<file path="config.mk">
export PLATFORM = sky130hd
export DESIGN_NAME = sdi_drive_regs
export DESIGN_NICKNAME = d
export VERILOG_FILES = /design/src/sdi_pkg.sv /design/src/sdi_axil_port.sv /design/src/sdi_drive_regs.sv
export VERILOG_INCLUDE_DIRS = /design/src /design/src/src
export SDC_FILE = /design/constraint.sdc
export NUM_CORES = 1
export LEC_CHECK = 0
export BUFFER_PORTS_ARGS = -buffer_cell sky130_fd_sc_hd__buf_4
export CAP_MARGIN = 20
export CORE_MARGIN = 4
export CORE_UTILIZATION = 45
export CTS_CLUSTER_DIAMETER = 150
export CTS_CLUSTER_SIZE = 25
export DETAILED_ROUTE_END_ITERATION = 6
export GPL_TIMING_DRIVEN = 0
export PLACE_DENSITY = 0.89
export SLEW_MARGIN = 20
export SYNTH_ARGS = -nofsm -noshare
export SYNTH_HDL_FRONTEND = slang
export SYNTH_SLANG_ARGS = --single-unit
export TNS_END_PERCENT = 5
</file>
<file path="constraint.sdc">
create_clock -name aclk -period 1.55 [get_ports aclk]
set_input_delay 0.2325 -clock aclk [delete_from_list [all_inputs] [get_ports aclk]]
set_output_delay 0.2325 -clock aclk [all_outputs]
set_load 0.01 [all_outputs]
</file>
<file path="src/sdi_cfg.svh">
// Address map, field layout, reset values and bus codes of the sensor drive and identity block
`ifndef SDI_CFG_SVH
`define SDI_CFG_SVH

// ----------------------------------------------------------------
// Bus geometry
// ----------------------------------------------------------------
`define SDI_ADDR_W        12
`define SDI_IDX_W         10
`define SDI_DATA_W        32

// ----------------------------------------------------------------
// Register indices (byte address is four times the index)
// ----------------------------------------------------------------
`define SDI_IDX_DRIVE3    10'h021
`define SDI_IDX_CONFIG    10'h030
`define SDI_IDX_MAKER     10'h07E
`define SDI_IDX_PART      10'h07F

// ----------------------------------------------------------------
// Field positions
// ----------------------------------------------------------------
`define SDI_SET_MSB       15
`define SDI_SET_LSB       11
`define SDI_CAL_MSB       10
`define SDI_CAL_LSB       6
`define SDI_OVR_BIT       0
`define SDI_AMPDIS_BIT    1
`define SDI_SET_LANE      1
`define SDI_CFG_LANE      0

// ----------------------------------------------------------------
// Reset values and response codes
// ----------------------------------------------------------------
`define SDI_DRIVE_RST     5'h00
`define SDI_BIT_RST       1'b0
`define SDI_RESP_OKAY     2'h0
`define SDI_RESP_SLVERR   2'h2
`define SDI_ZERO32        32'h00000000

`endif

</file>
<file path="src/sdi_pkg.sv">
// Shared types of the sensor drive and identity block
package sdi_pkg;
  `include "sdi_cfg.svh"

  // Five-bit drive current code
  typedef logic [4:0] sdi_drive_t;

  // Events from the calibration engine
  typedef struct packed {
    logic       init_done;
    logic       corr_done;
    sdi_drive_t level;
  } sdi_cal_evt_t;

  // One complete register write from the bus port
  typedef struct packed {
    logic [`SDI_ADDR_W-1:0] addr;
    logic [`SDI_DATA_W-1:0] data;
    logic [3:0]             strb;
  } sdi_wr_req_t;
endpackage

</file>
<file path="src/sdi_axil_port.sv">
// AXI4-Lite slave front end that turns bus traffic into register strobes
`timescale 1ns/1ps
module sdi_axil_port
  import sdi_pkg::*;
(
  // Clock and reset
  input  wire logic                   aclk,
  input  wire logic                   aresetn,
  // Write address and data channels
  input  wire logic [`SDI_ADDR_W-1:0] s_axi_awaddr,
  input  wire logic                   s_axi_awvalid,
  output logic                        s_axi_awready,
  input  wire logic [`SDI_DATA_W-1:0] s_axi_wdata,
  input  wire logic [3:0]             s_axi_wstrb,
  input  wire logic                   s_axi_wvalid,
  output logic                        s_axi_wready,
  // Write response channel
  output logic [1:0]                  s_axi_bresp,
  output logic                        s_axi_bvalid,
  input  wire logic                   s_axi_bready,
  // Read channels
  input  wire logic [`SDI_ADDR_W-1:0] s_axi_araddr,
  input  wire logic                   s_axi_arvalid,
  output logic                        s_axi_arready,
  output logic [`SDI_DATA_W-1:0]      s_axi_rdata,
  output logic [1:0]                  s_axi_rresp,
  output logic                        s_axi_rvalid,
  input  wire logic                   s_axi_rready,
  // Register side
  output sdi_wr_req_t                 wr_req,
  output logic                        wr_fire,
  input  wire logic                   wr_err,
  output logic [`SDI_ADDR_W-1:0]      rd_addr,
  input  wire logic [`SDI_DATA_W-1:0] rd_data,
  input  wire logic                   rd_err
);

  logic                   aw_held;
  logic                   w_held;
  logic                   ar_fire;
  logic [`SDI_ADDR_W-1:0] req_addr;
  logic [`SDI_DATA_W-1:0] req_data;
  logic [3:0]             req_strb;

  // -------------------------------------------------------------
  // Handshake terms
  // -------------------------------------------------------------
  assign s_axi_awready = !aw_held && !s_axi_bvalid;
  assign s_axi_wready  = !w_held && !s_axi_bvalid;
  assign s_axi_arready = !s_axi_rvalid;
  assign wr_fire       = aw_held && w_held && !s_axi_bvalid;
  assign ar_fire       = s_axi_arvalid && s_axi_arready;
  assign rd_addr       = s_axi_araddr;

  // One driver for the whole request word
  assign wr_req = '{addr: req_addr, data: req_data, strb: req_strb};

  // Capture write address, either order with data
  always_ff @(posedge aclk) begin
    if (!aresetn) begin
      aw_held  <= 1'b0;
      req_addr <= '0;
    end else if (s_axi_awvalid && s_axi_awready) begin
      aw_held  <= 1'b1;
      req_addr <= s_axi_awaddr;
    end else if (wr_fire) begin
      aw_held  <= 1'b0;
    end
  end

  // Capture write data and strobes
  always_ff @(posedge aclk) begin
    if (!aresetn) begin
      w_held   <= 1'b0;
      req_data <= '0;
      req_strb <= '0;
    end else if (s_axi_wvalid && s_axi_wready) begin
      w_held   <= 1'b1;
      req_data <= s_axi_wdata;
      req_strb <= s_axi_wstrb;
    end else if (wr_fire) begin
      w_held   <= 1'b0;
    end
  end

  // Write response after both halves are in
  always_ff @(posedge aclk) begin
    if (!aresetn) begin
      s_axi_bvalid <= 1'b0;
      s_axi_bresp  <= `SDI_RESP_OKAY;
    end else if (wr_fire) begin
      s_axi_bvalid <= 1'b1;
      s_axi_bresp  <= wr_err ? `SDI_RESP_SLVERR : `SDI_RESP_OKAY;
    end else if (s_axi_bready) begin
      s_axi_bvalid <= 1'b0;
    end
  end

  // Read answer registered one cycle after the address
  always_ff @(posedge aclk) begin
    if (!aresetn) begin
      s_axi_rvalid <= 1'b0;
      s_axi_rdata  <= `SDI_ZERO32;
      s_axi_rresp  <= `SDI_RESP_OKAY;
    end else if (ar_fire) begin
      s_axi_rvalid <= 1'b1;
      s_axi_rdata  <= rd_data;
      s_axi_rresp  <= rd_err ? `SDI_RESP_SLVERR : `SDI_RESP_OKAY;
    end else if (s_axi_rready) begin
      s_axi_rvalid <= 1'b0;
    end
  end

endmodule

</file>
<file path="src/sdi_drive_regs.sv">
// Channel 3 sensor drive register, drive override controls and identity registers
//
// Contract
// - The 5-bit drive setting sits in bits 15:11, resets to zero and is applied through settling and conversion.
// - The read-only field in bits 10:6 is loaded with the level from initial amplitude calibration, reset zero.
// - After each amplitude correction phase that field is refreshed, but only while correction disable is clear.
// - A read-only 16-bit maker code register answers at index 0x7E.
// - A read-only part code register answers at index 0x7F.
// - Setting the manual drive override bit disables automatic drive calibration in favour of the setting.
// - Setting the amplitude correction disable bit stops automatic amplitude correction.
//
// The AXI4-Lite register port was left to the implementer.
`timescale 1ns/1ps
module sdi_drive_regs
  import sdi_pkg::*;
#(
  parameter logic [15:0] MAKER_CODE = 16'hA5C3, // Arbitrary value
  parameter logic [15:0] PART_CODE  = 16'h0B17  // Arbitrary value
)(
  // Clock and reset
  input  wire logic                   aclk,
  input  wire logic                   aresetn,
  // AXI4-Lite write address and data
  input  wire logic [`SDI_ADDR_W-1:0] s_axi_awaddr,
  input  wire logic                   s_axi_awvalid,
  output logic                        s_axi_awready,
  input  wire logic [`SDI_DATA_W-1:0] s_axi_wdata,
  input  wire logic [3:0]             s_axi_wstrb,
  input  wire logic                   s_axi_wvalid,
  output logic                        s_axi_wready,
  // AXI4-Lite write response
  output logic [1:0]                  s_axi_bresp,
  output logic                        s_axi_bvalid,
  input  wire logic                   s_axi_bready,
  // AXI4-Lite read
  input  wire logic [`SDI_ADDR_W-1:0] s_axi_araddr,
  input  wire logic                   s_axi_arvalid,
  output logic                        s_axi_arready,
  output logic [`SDI_DATA_W-1:0]      s_axi_rdata,
  output logic [1:0]                  s_axi_rresp,
  output logic                        s_axi_rvalid,
  input  wire logic                   s_axi_rready,
  // Calibration engine
  input  wire sdi_cal_evt_t           cal_evt,
  output logic                        auto_cal_enable,
  output logic                        auto_amp_enable,
  // Sensor drive
  input  wire logic                   conv_active,
  output sdi_drive_t                  drive_out,
  output logic                        drive_is_manual
);

  // -------------------------------------------------------------
  // Storage and bus wiring
  // -------------------------------------------------------------
  sdi_drive_t             ch3_drive_current_setting;
  sdi_drive_t             ch3_calibrated_initial_drive;
  logic                   manual_drive_override;
  logic                   amplitude_correction_disable;
  sdi_wr_req_t            wr_req;
  logic                   wr_fire;
  logic                   wr_err;
  logic [`SDI_ADDR_W-1:0] rd_addr;
  logic [`SDI_DATA_W-1:0] rd_data;
  logic                   rd_err;
  sdi_drive_t             next_drive;

  // Word index match on a byte address
  function automatic logic reg_hit(input logic [`SDI_ADDR_W-1:0] a, input logic [`SDI_IDX_W-1:0] idx);
    reg_hit = (a[`SDI_ADDR_W-1:2] == idx);
  endfunction

  // Address belongs to the map
  function automatic logic reg_mapped(input logic [`SDI_ADDR_W-1:0] a);
    reg_mapped = reg_hit(a, `SDI_IDX_DRIVE3) || reg_hit(a, `SDI_IDX_CONFIG) ||
                 reg_hit(a, `SDI_IDX_MAKER) || reg_hit(a, `SDI_IDX_PART);
  endfunction

  // Bus front end
  sdi_axil_port u_port (
    .aclk          (aclk),
    .aresetn       (aresetn),
    .s_axi_awaddr  (s_axi_awaddr),
    .s_axi_awvalid (s_axi_awvalid),
    .s_axi_awready (s_axi_awready),
    .s_axi_wdata   (s_axi_wdata),
    .s_axi_wstrb   (s_axi_wstrb),
    .s_axi_wvalid  (s_axi_wvalid),
    .s_axi_wready  (s_axi_wready),
    .s_axi_bresp   (s_axi_bresp),
    .s_axi_bvalid  (s_axi_bvalid),
    .s_axi_bready  (s_axi_bready),
    .s_axi_araddr  (s_axi_araddr),
    .s_axi_arvalid (s_axi_arvalid),
    .s_axi_arready (s_axi_arready),
    .s_axi_rdata   (s_axi_rdata),
    .s_axi_rresp   (s_axi_rresp),
    .s_axi_rvalid  (s_axi_rvalid),
    .s_axi_rready  (s_axi_rready),
    .wr_req        (wr_req),
    .wr_fire       (wr_fire),
    .wr_err        (wr_err),
    .rd_addr       (rd_addr),
    .rd_data       (rd_data),
    .rd_err        (rd_err)
  );

  // -------------------------------------------------------------
  // Register writes
  // -------------------------------------------------------------

  // Unmapped writes answer with an error
  assign wr_err = !reg_mapped(wr_req.addr);

  // Drive setting, only its own bits are writable
  always_ff @(posedge aclk) begin
    if (!aresetn) begin
      ch3_drive_current_setting <= `SDI_DRIVE_RST;
    end else if (wr_fire && reg_hit(wr_req.addr, `SDI_IDX_DRIVE3) && wr_req.strb[`SDI_SET_LANE]) begin
      ch3_drive_current_setting <= wr_req.data[`SDI_SET_MSB:`SDI_SET_LSB];
    end
  end

  // Override and correction disable bits
  always_ff @(posedge aclk) begin
    if (!aresetn) begin
      manual_drive_override        <= `SDI_BIT_RST;
      amplitude_correction_disable <= `SDI_BIT_RST;
    end else if (wr_fire && reg_hit(wr_req.addr, `SDI_IDX_CONFIG) && wr_req.strb[`SDI_CFG_LANE]) begin
      manual_drive_override        <= wr_req.data[`SDI_OVR_BIT];
      amplitude_correction_disable <= wr_req.data[`SDI_AMPDIS_BIT];
    end
  end

  // -------------------------------------------------------------
  // Calibration capture
  // -------------------------------------------------------------

  // Initial calibration always loads; correction only when enabled
  always_ff @(posedge aclk) begin
    if (!aresetn) begin
      ch3_calibrated_initial_drive <= `SDI_DRIVE_RST;
    end else if (cal_evt.init_done) begin
      ch3_calibrated_initial_drive <= cal_evt.level;
    end else if (cal_evt.corr_done && !amplitude_correction_disable) begin
      ch3_calibrated_initial_drive <= cal_evt.level;
    end
  end

  // Enables handed to the calibration engine
  assign auto_cal_enable = !manual_drive_override;
  assign auto_amp_enable = !amplitude_correction_disable;

  // -------------------------------------------------------------
  // Drive selection
  // -------------------------------------------------------------

  // Programmed drive only under override
  assign next_drive = manual_drive_override ? ch3_drive_current_setting
                                            : ch3_calibrated_initial_drive;

  // Frozen while settling and converting so the sensor sees one level
  always_ff @(posedge aclk) begin
    if (!aresetn) begin
      drive_out       <= `SDI_DRIVE_RST;
      drive_is_manual <= `SDI_BIT_RST;
    end else if (!conv_active) begin
      drive_out       <= next_drive;
      drive_is_manual <= manual_drive_override;
    end
  end

  // -------------------------------------------------------------
  // Register reads
  // -------------------------------------------------------------

  // Read mux, reserved and upper bits read zero
  always_comb begin
    rd_data = `SDI_ZERO32;
    rd_err  = 1'b0;
    if (reg_hit(rd_addr, `SDI_IDX_DRIVE3)) begin
      rd_data[`SDI_SET_MSB:`SDI_SET_LSB] = ch3_drive_current_setting;
      rd_data[`SDI_CAL_MSB:`SDI_CAL_LSB] = ch3_calibrated_initial_drive;
    end else if (reg_hit(rd_addr, `SDI_IDX_CONFIG)) begin
      rd_data[`SDI_OVR_BIT]    = manual_drive_override;
      rd_data[`SDI_AMPDIS_BIT] = amplitude_correction_disable;
    end else if (reg_hit(rd_addr, `SDI_IDX_MAKER)) begin
      rd_data[15:0] = MAKER_CODE;
    end else if (reg_hit(rd_addr, `SDI_IDX_PART)) begin
      rd_data[15:0] = PART_CODE;
    end else begin
      rd_err = 1'b1;
    end
  end

  // -------------------------------------------------------------
  // Checks
  // -------------------------------------------------------------

  a_setting_write: assert property (@(posedge aclk) disable iff (!aresetn)
    wr_fire && reg_hit(wr_req.addr, `SDI_IDX_DRIVE3) && wr_req.strb[`SDI_SET_LANE]
    |=> ch3_drive_current_setting == $past(wr_req.data[`SDI_SET_MSB:`SDI_SET_LSB]))
    else $error("drive setting not stored");

  a_drive_hold: assert property (@(posedge aclk) disable iff (!aresetn)
    conv_active [*2] |-> $stable(drive_out))
    else $error("drive changed during conversion");

  a_override_source: assert property (@(posedge aclk) disable iff (!aresetn)
    !conv_active && manual_drive_override |=> drive_out == $past(ch3_drive_current_setting))
    else $error("override did not apply setting");

  a_calib_source: assert property (@(posedge aclk) disable iff (!aresetn)
    !conv_active && !manual_drive_override |=> drive_out == $past(ch3_calibrated_initial_drive))
    else $error("calibrated drive not applied");

  a_init_load: assert property (@(posedge aclk) disable iff (!aresetn)
    cal_evt.init_done |=> ch3_calibrated_initial_drive == $past(cal_evt.level))
    else $error("initial calibration not captured");

  a_corr_gate: assert property (@(posedge aclk) disable iff (!aresetn)
    cal_evt.corr_done && !cal_evt.init_done |=>
    ch3_calibrated_initial_drive == ($past(amplitude_correction_disable) ?
      $past(ch3_calibrated_initial_drive) : $past(cal_evt.level)))
    else $error("correction refresh gating wrong");

  a_maker_read: assert property (@(posedge aclk) disable iff (!aresetn)
    s_axi_arvalid && s_axi_arready && reg_hit(s_axi_araddr, `SDI_IDX_MAKER)
    |=> s_axi_rvalid && s_axi_rdata == {16'h0000, MAKER_CODE} && s_axi_rresp == `SDI_RESP_OKAY)
    else $error("maker code read wrong");

  a_part_read: assert property (@(posedge aclk) disable iff (!aresetn)
    s_axi_arvalid && s_axi_arready && reg_hit(s_axi_araddr, `SDI_IDX_PART)
    |=> s_axi_rvalid && s_axi_rdata == {16'h0000, PART_CODE})
    else $error("part code read wrong");

  a_ro_write: assert property (@(posedge aclk) disable iff (!aresetn)
    wr_fire && !cal_evt.init_done && !cal_evt.corr_done |=> $stable(ch3_calibrated_initial_drive))
    else $error("write disturbed calibrated drive");

  a_amp_enable: assert property (@(posedge aclk) disable iff (!aresetn)
    wr_fire && reg_hit(wr_req.addr, `SDI_IDX_CONFIG) && wr_req.strb[`SDI_CFG_LANE]
    |=> auto_amp_enable == !$past(wr_req.data[`SDI_AMPDIS_BIT]))
    else $error("correction enable not driven");

endmodule

</file>
==> summary.md <==
| Metric | Value |
|---|---|
| Switching share of power | `0.2568` |
| Largest stage delay, worst path | `430 ps` |
| CP bufs+invs | `3` |
| Netlist cell types | `31` |
| Fill count | `between 400 and 500` |
| Port bufs | `71` |
| Top delay family on crit path | `buffers and inverters` |
| Vias in the first global route | `2,007` |
| Switching pwr | `roughly 0.72 mW` |
| Synth area leader | `dfxtp_1` |
| Gr busiest metal | `met2` |
| Worst reg2reg setup slack | `140 ps` |
| Worst-path fanout max | `9` |
| Clk sink count | `56` |
| Mapped Cells | `~290` |
| Crit Path Class | `flip-flop to primary output` |
| Root Buffer | `clkbuf_8` |
| Worst rel slew slack | `0.5612` |
| Peak supply drop | `0.5573 mV` |
| Register area share after synthesis | `0.4698` |
| Number of cells on the worst hold path | `3` |
| Setup ws final | `28.36 ps` |
| Clk buf depth | `2` |
| DR vias | `2,204` |
| Run status | `completed` |
| CP required | `1320 ps` |
| Die width | `between 80 and 90 µm` |
| FMAX | `657.2 MHz` |
| Cts hold-fix bufs | `0` |
| Area of the die | `0.006531 mm²` |
| Reg clk slew, reported paths | `100 ps` |
| Total core area | `0.005107 mm²` |
| Clock power share | `0.291` |
| Mapped Area | `0.002386 mm²` |
| RR Startpoint | `u_port.s_axi_bvalid` |
| Placed cell area | `0.003078 mm²` |
| Met1 Track Usage GR | `0.2188` |
| Layout cells sized above 1 | `0.2891` |
| Worst reg2reg path depth | `5` |
| Fin util | `0.6259` |
| Post-route cell area | `0.003197 mm²` |
| Final #Nets | `458` |
| Post-DR wirelength/cell | `around 13 µm` |
| H-Tree Level Count | `2` |
| Yosys top cell area share | `0.4698` |
| DRC violations left | `0` |
| Worst path depth | `3` |
| Hold/Removal Path Class | `input port to flip-flop` |
| Total CTS buffers | `5` |
| Max_cap viols | `0` |
| Area Overhead vs Synth | `33.98%` |
| Mean number of vias per cell | `4.855` |
| Ant diodes | `0` |
| P_leak | `1.398 nW` |
| Combinational Power Share | `0.158` |
| Initial Utilization | `0.4672` |
| Initial antenna violation count | `0` |
| Post-route minimum period | `1522 ps` |
| Initial DRC count | `between 100 and 150` |
| RSZ-0062 raised after global routing | `yes` |
| Synth warn | `0` |
| CTS tree | `yes` |
| Largest net degree at the start of global routing | `17` |
| Fin Clk Skew | `8.916 ps` |
| Worst-Skew Late Latency | `~310 ps` |
| Hpwl dp | `approximately 4.4 mm` |
| WP data arrival | `1290 ps` |
| Crit end category | `primary output` |
| Least-Margin Pin Slew | `658.2 ps` |
| # setup viols final | `0` |
| Crit path launch | `manual_drive_override` |
| Fin. max-slew vios | `0` |
| Area contributors post-synth | `dfxtp_1 47%, mux2i_1 8.4%, a21oi_1 6.9%, nand2_1 6.9%, buf_4 6.6%` |
| Total GRT Usage | `0.1754` |
| PD cells | `882.4 mW/mm²` |
| Met2 Usage GRT | `0.2956` |
| Pint | `2.097 mW` |
| DR pass1 iterations | `4` |
| Post-synthesis register bit count | `56` |
| First-pass GRT wire length | `9.094 mm` |
| Detailed Route WL | `5.708 mm` |
| Die Y-Extent | `about 80 µm` |
| CP Cell Sequence | `clkbuf_1 -> inv_1 -> buf_4` |
| CP max stage cell | `clkbuf_1` |
| DRT antenna net count | `0` |
| CP Launch Type | `flip-flop` |
| Hold Vio Cnt, Final | `0` |
| Cell Rows | `26` |
| Gr ovfl total | `0` |
| Num ports | `124` |
| Pre-CTS setup slack | `-236.4 ps` |
| RR Endpoint | `amplitude_correction_disable` |
| RD Place Congestion | `between 0.8 and 0.9` |
| Reg power frac | `0.552` |
| Post-route clock period utilization | `0.9817` |
| Met3 usage | `0.04878` |
| Post-Syn Area per Cell | `approximately 8.4 µm²` |
| Worst setup path end | `auto_cal_enable` |
==> Yosys cell counts <==
cell / number
a21oi_1: 33
a31oi_1: 3
and2_1: 1
and2b_1: 1
and3_1: 1
and3b_1: 3
buf_2: 2
buf_4: 21
buf_6: 1
clkbuf_1: 13
conb_1: 1
dfxtp_1: 56
inv_1: 8
mux2i_1: 20
nand2_1: 44
nand2b_1: 1
nand3_1: 15
nand4_1: 3
nor2_1: 28
nor3_1: 2
nor4_1: 1
nor4_2: 1
nor4_4: 1
nor4b_1: 1
o21ai_0: 18
o31ai_1: 1
or3_2: 1
or3_4: 1
or4_1: 1
or4_4: 1
xor2_1: 1
==> logic make-up after synthesis <==
group	count (synthesis)	synth area share
AND/OR/NAND/NOR	107	0.2150
AO/OA/AOI/OAI	55	0.1180
multiplexers	20	0.08390
other	1	0.001572
XOR/XNOR	1	0.003671
buffers and inverters	45	0.1080
flip-flops	56	0.4698
==> area by class of cell <==
cell class | count | area [µm²] | area share
Buffer | 37 | 227.7 | 0.07123
Tap cell | 70 | 87.58 | 0.02740
Clock inverter | 1 | 7.507 | 0.002348
Inverter | 8 | 30.03 | 0.009393
Timing Repair Buffer | 72 | 540.5 | 0.1691
Sequential cell | 56 | 1121 | 0.3507
Clock buffer | 7 | 86.33 | 0.02701
Multi-Input combinational cell | 203 | 1096 | 0.3429
==> through the flow <==
stage	hold slack (ps)	power (mW)	setup TNS [ps]	std cells
floorplan	368.5	1.837	0	304
global placement	443.8	2.009	-1910	445
detailed placement	451.2	2.026	-3528	445
CTS	153.1	2.828	0	454
global route	148.5	2.948	-86.90	454
finish	158.9	2.821	0	454
==> power groups by stage <==
stage | registers [mW] | logic (mW) | clock network (mW)
after floorplan | 1.58 | 0.252 | 0
after global routing | 1.57 | 0.491 | 0.890
final | 1.56 | 0.445 | 0.820
after CTS | 1.55 | 0.443 | 0.831
after detailed placement | 1.59 | 0.440 | 0
after global placement | 1.58 | 0.427 | 0
==> routing by layer <==
layer	up-vias	wire [µm]
li1	1116	-
met1	999	2402
met2	78	2757
met3	11	456
met4	0	91
met5	-	0
==> state kept, by name, indices dropped and copies added, names as in the netlist, 2 cells and up <==
register,flops
ch3_drive_current_setting,5
u_port.req_addr,10
drive_out,5
u_port.req_data,7
u_port.s_axi_rdata,13
ch3_calibrated_initial_drive,5
u_port.req_strb,2
==> worst register-to-register path: cells and delay by family (launching register included) <==
family	cells	cell delay (ps)
AO/OA/AOI/OAI	1	80
buffers and inverters	1	230
flip-flops	1	380
AND/OR/NAND/NOR	3	620
==> worst min-delay path by stage <==
stage	startpoint	slack, ps	to
global placement	u_port.req_addr[10]	440	u_port.req_addr[10]
finish	cal_evt[4]	160	ch3_calibrated_initial_drive[4]
detailed placement	u_port.req_data[14]	450	ch3_drive_current_setting[3]
floorplan	s_axi_awaddr[7]	370	u_port.req_addr[7]
CTS	s_axi_wdata[15]	150	u_port.req_data[15]
global route	cal_evt[4]	150	ch3_calibrated_initial_drive[4]
==> cell usage in the layout (no fill, tap or decap), types with 2 or more instances in the layout <==
master    Yosys  final
a31oi_1       3      3
clkbuf_1     13     14
a21oi_1      33     33
nand4_1       3      3
mux2i_1      20     20
clkbuf_8      0      6
nand3_1      15     15
conb_1        1     20
inv_1         8      8
dfxtp_1      56     56
nor2_1       28     28
buf_2         2      2
nand2_1      44     44
nor4_2        1      2
o21ai_0      18     18
buf_4        21     93
and3b_1       3      3
==> what timing repair did <==
item | 4_1_cts | 5_1_grt
gates resized for setup | 1 | 2
pin swaps | 1 | 0
endpoints found under the hold margin | 0 | 0
setup buffers | 1 | 0
endpoints found under the setup margin | 7 | 12
gates cloned | 0 | 0
Power figures use the tool's default switching activity.
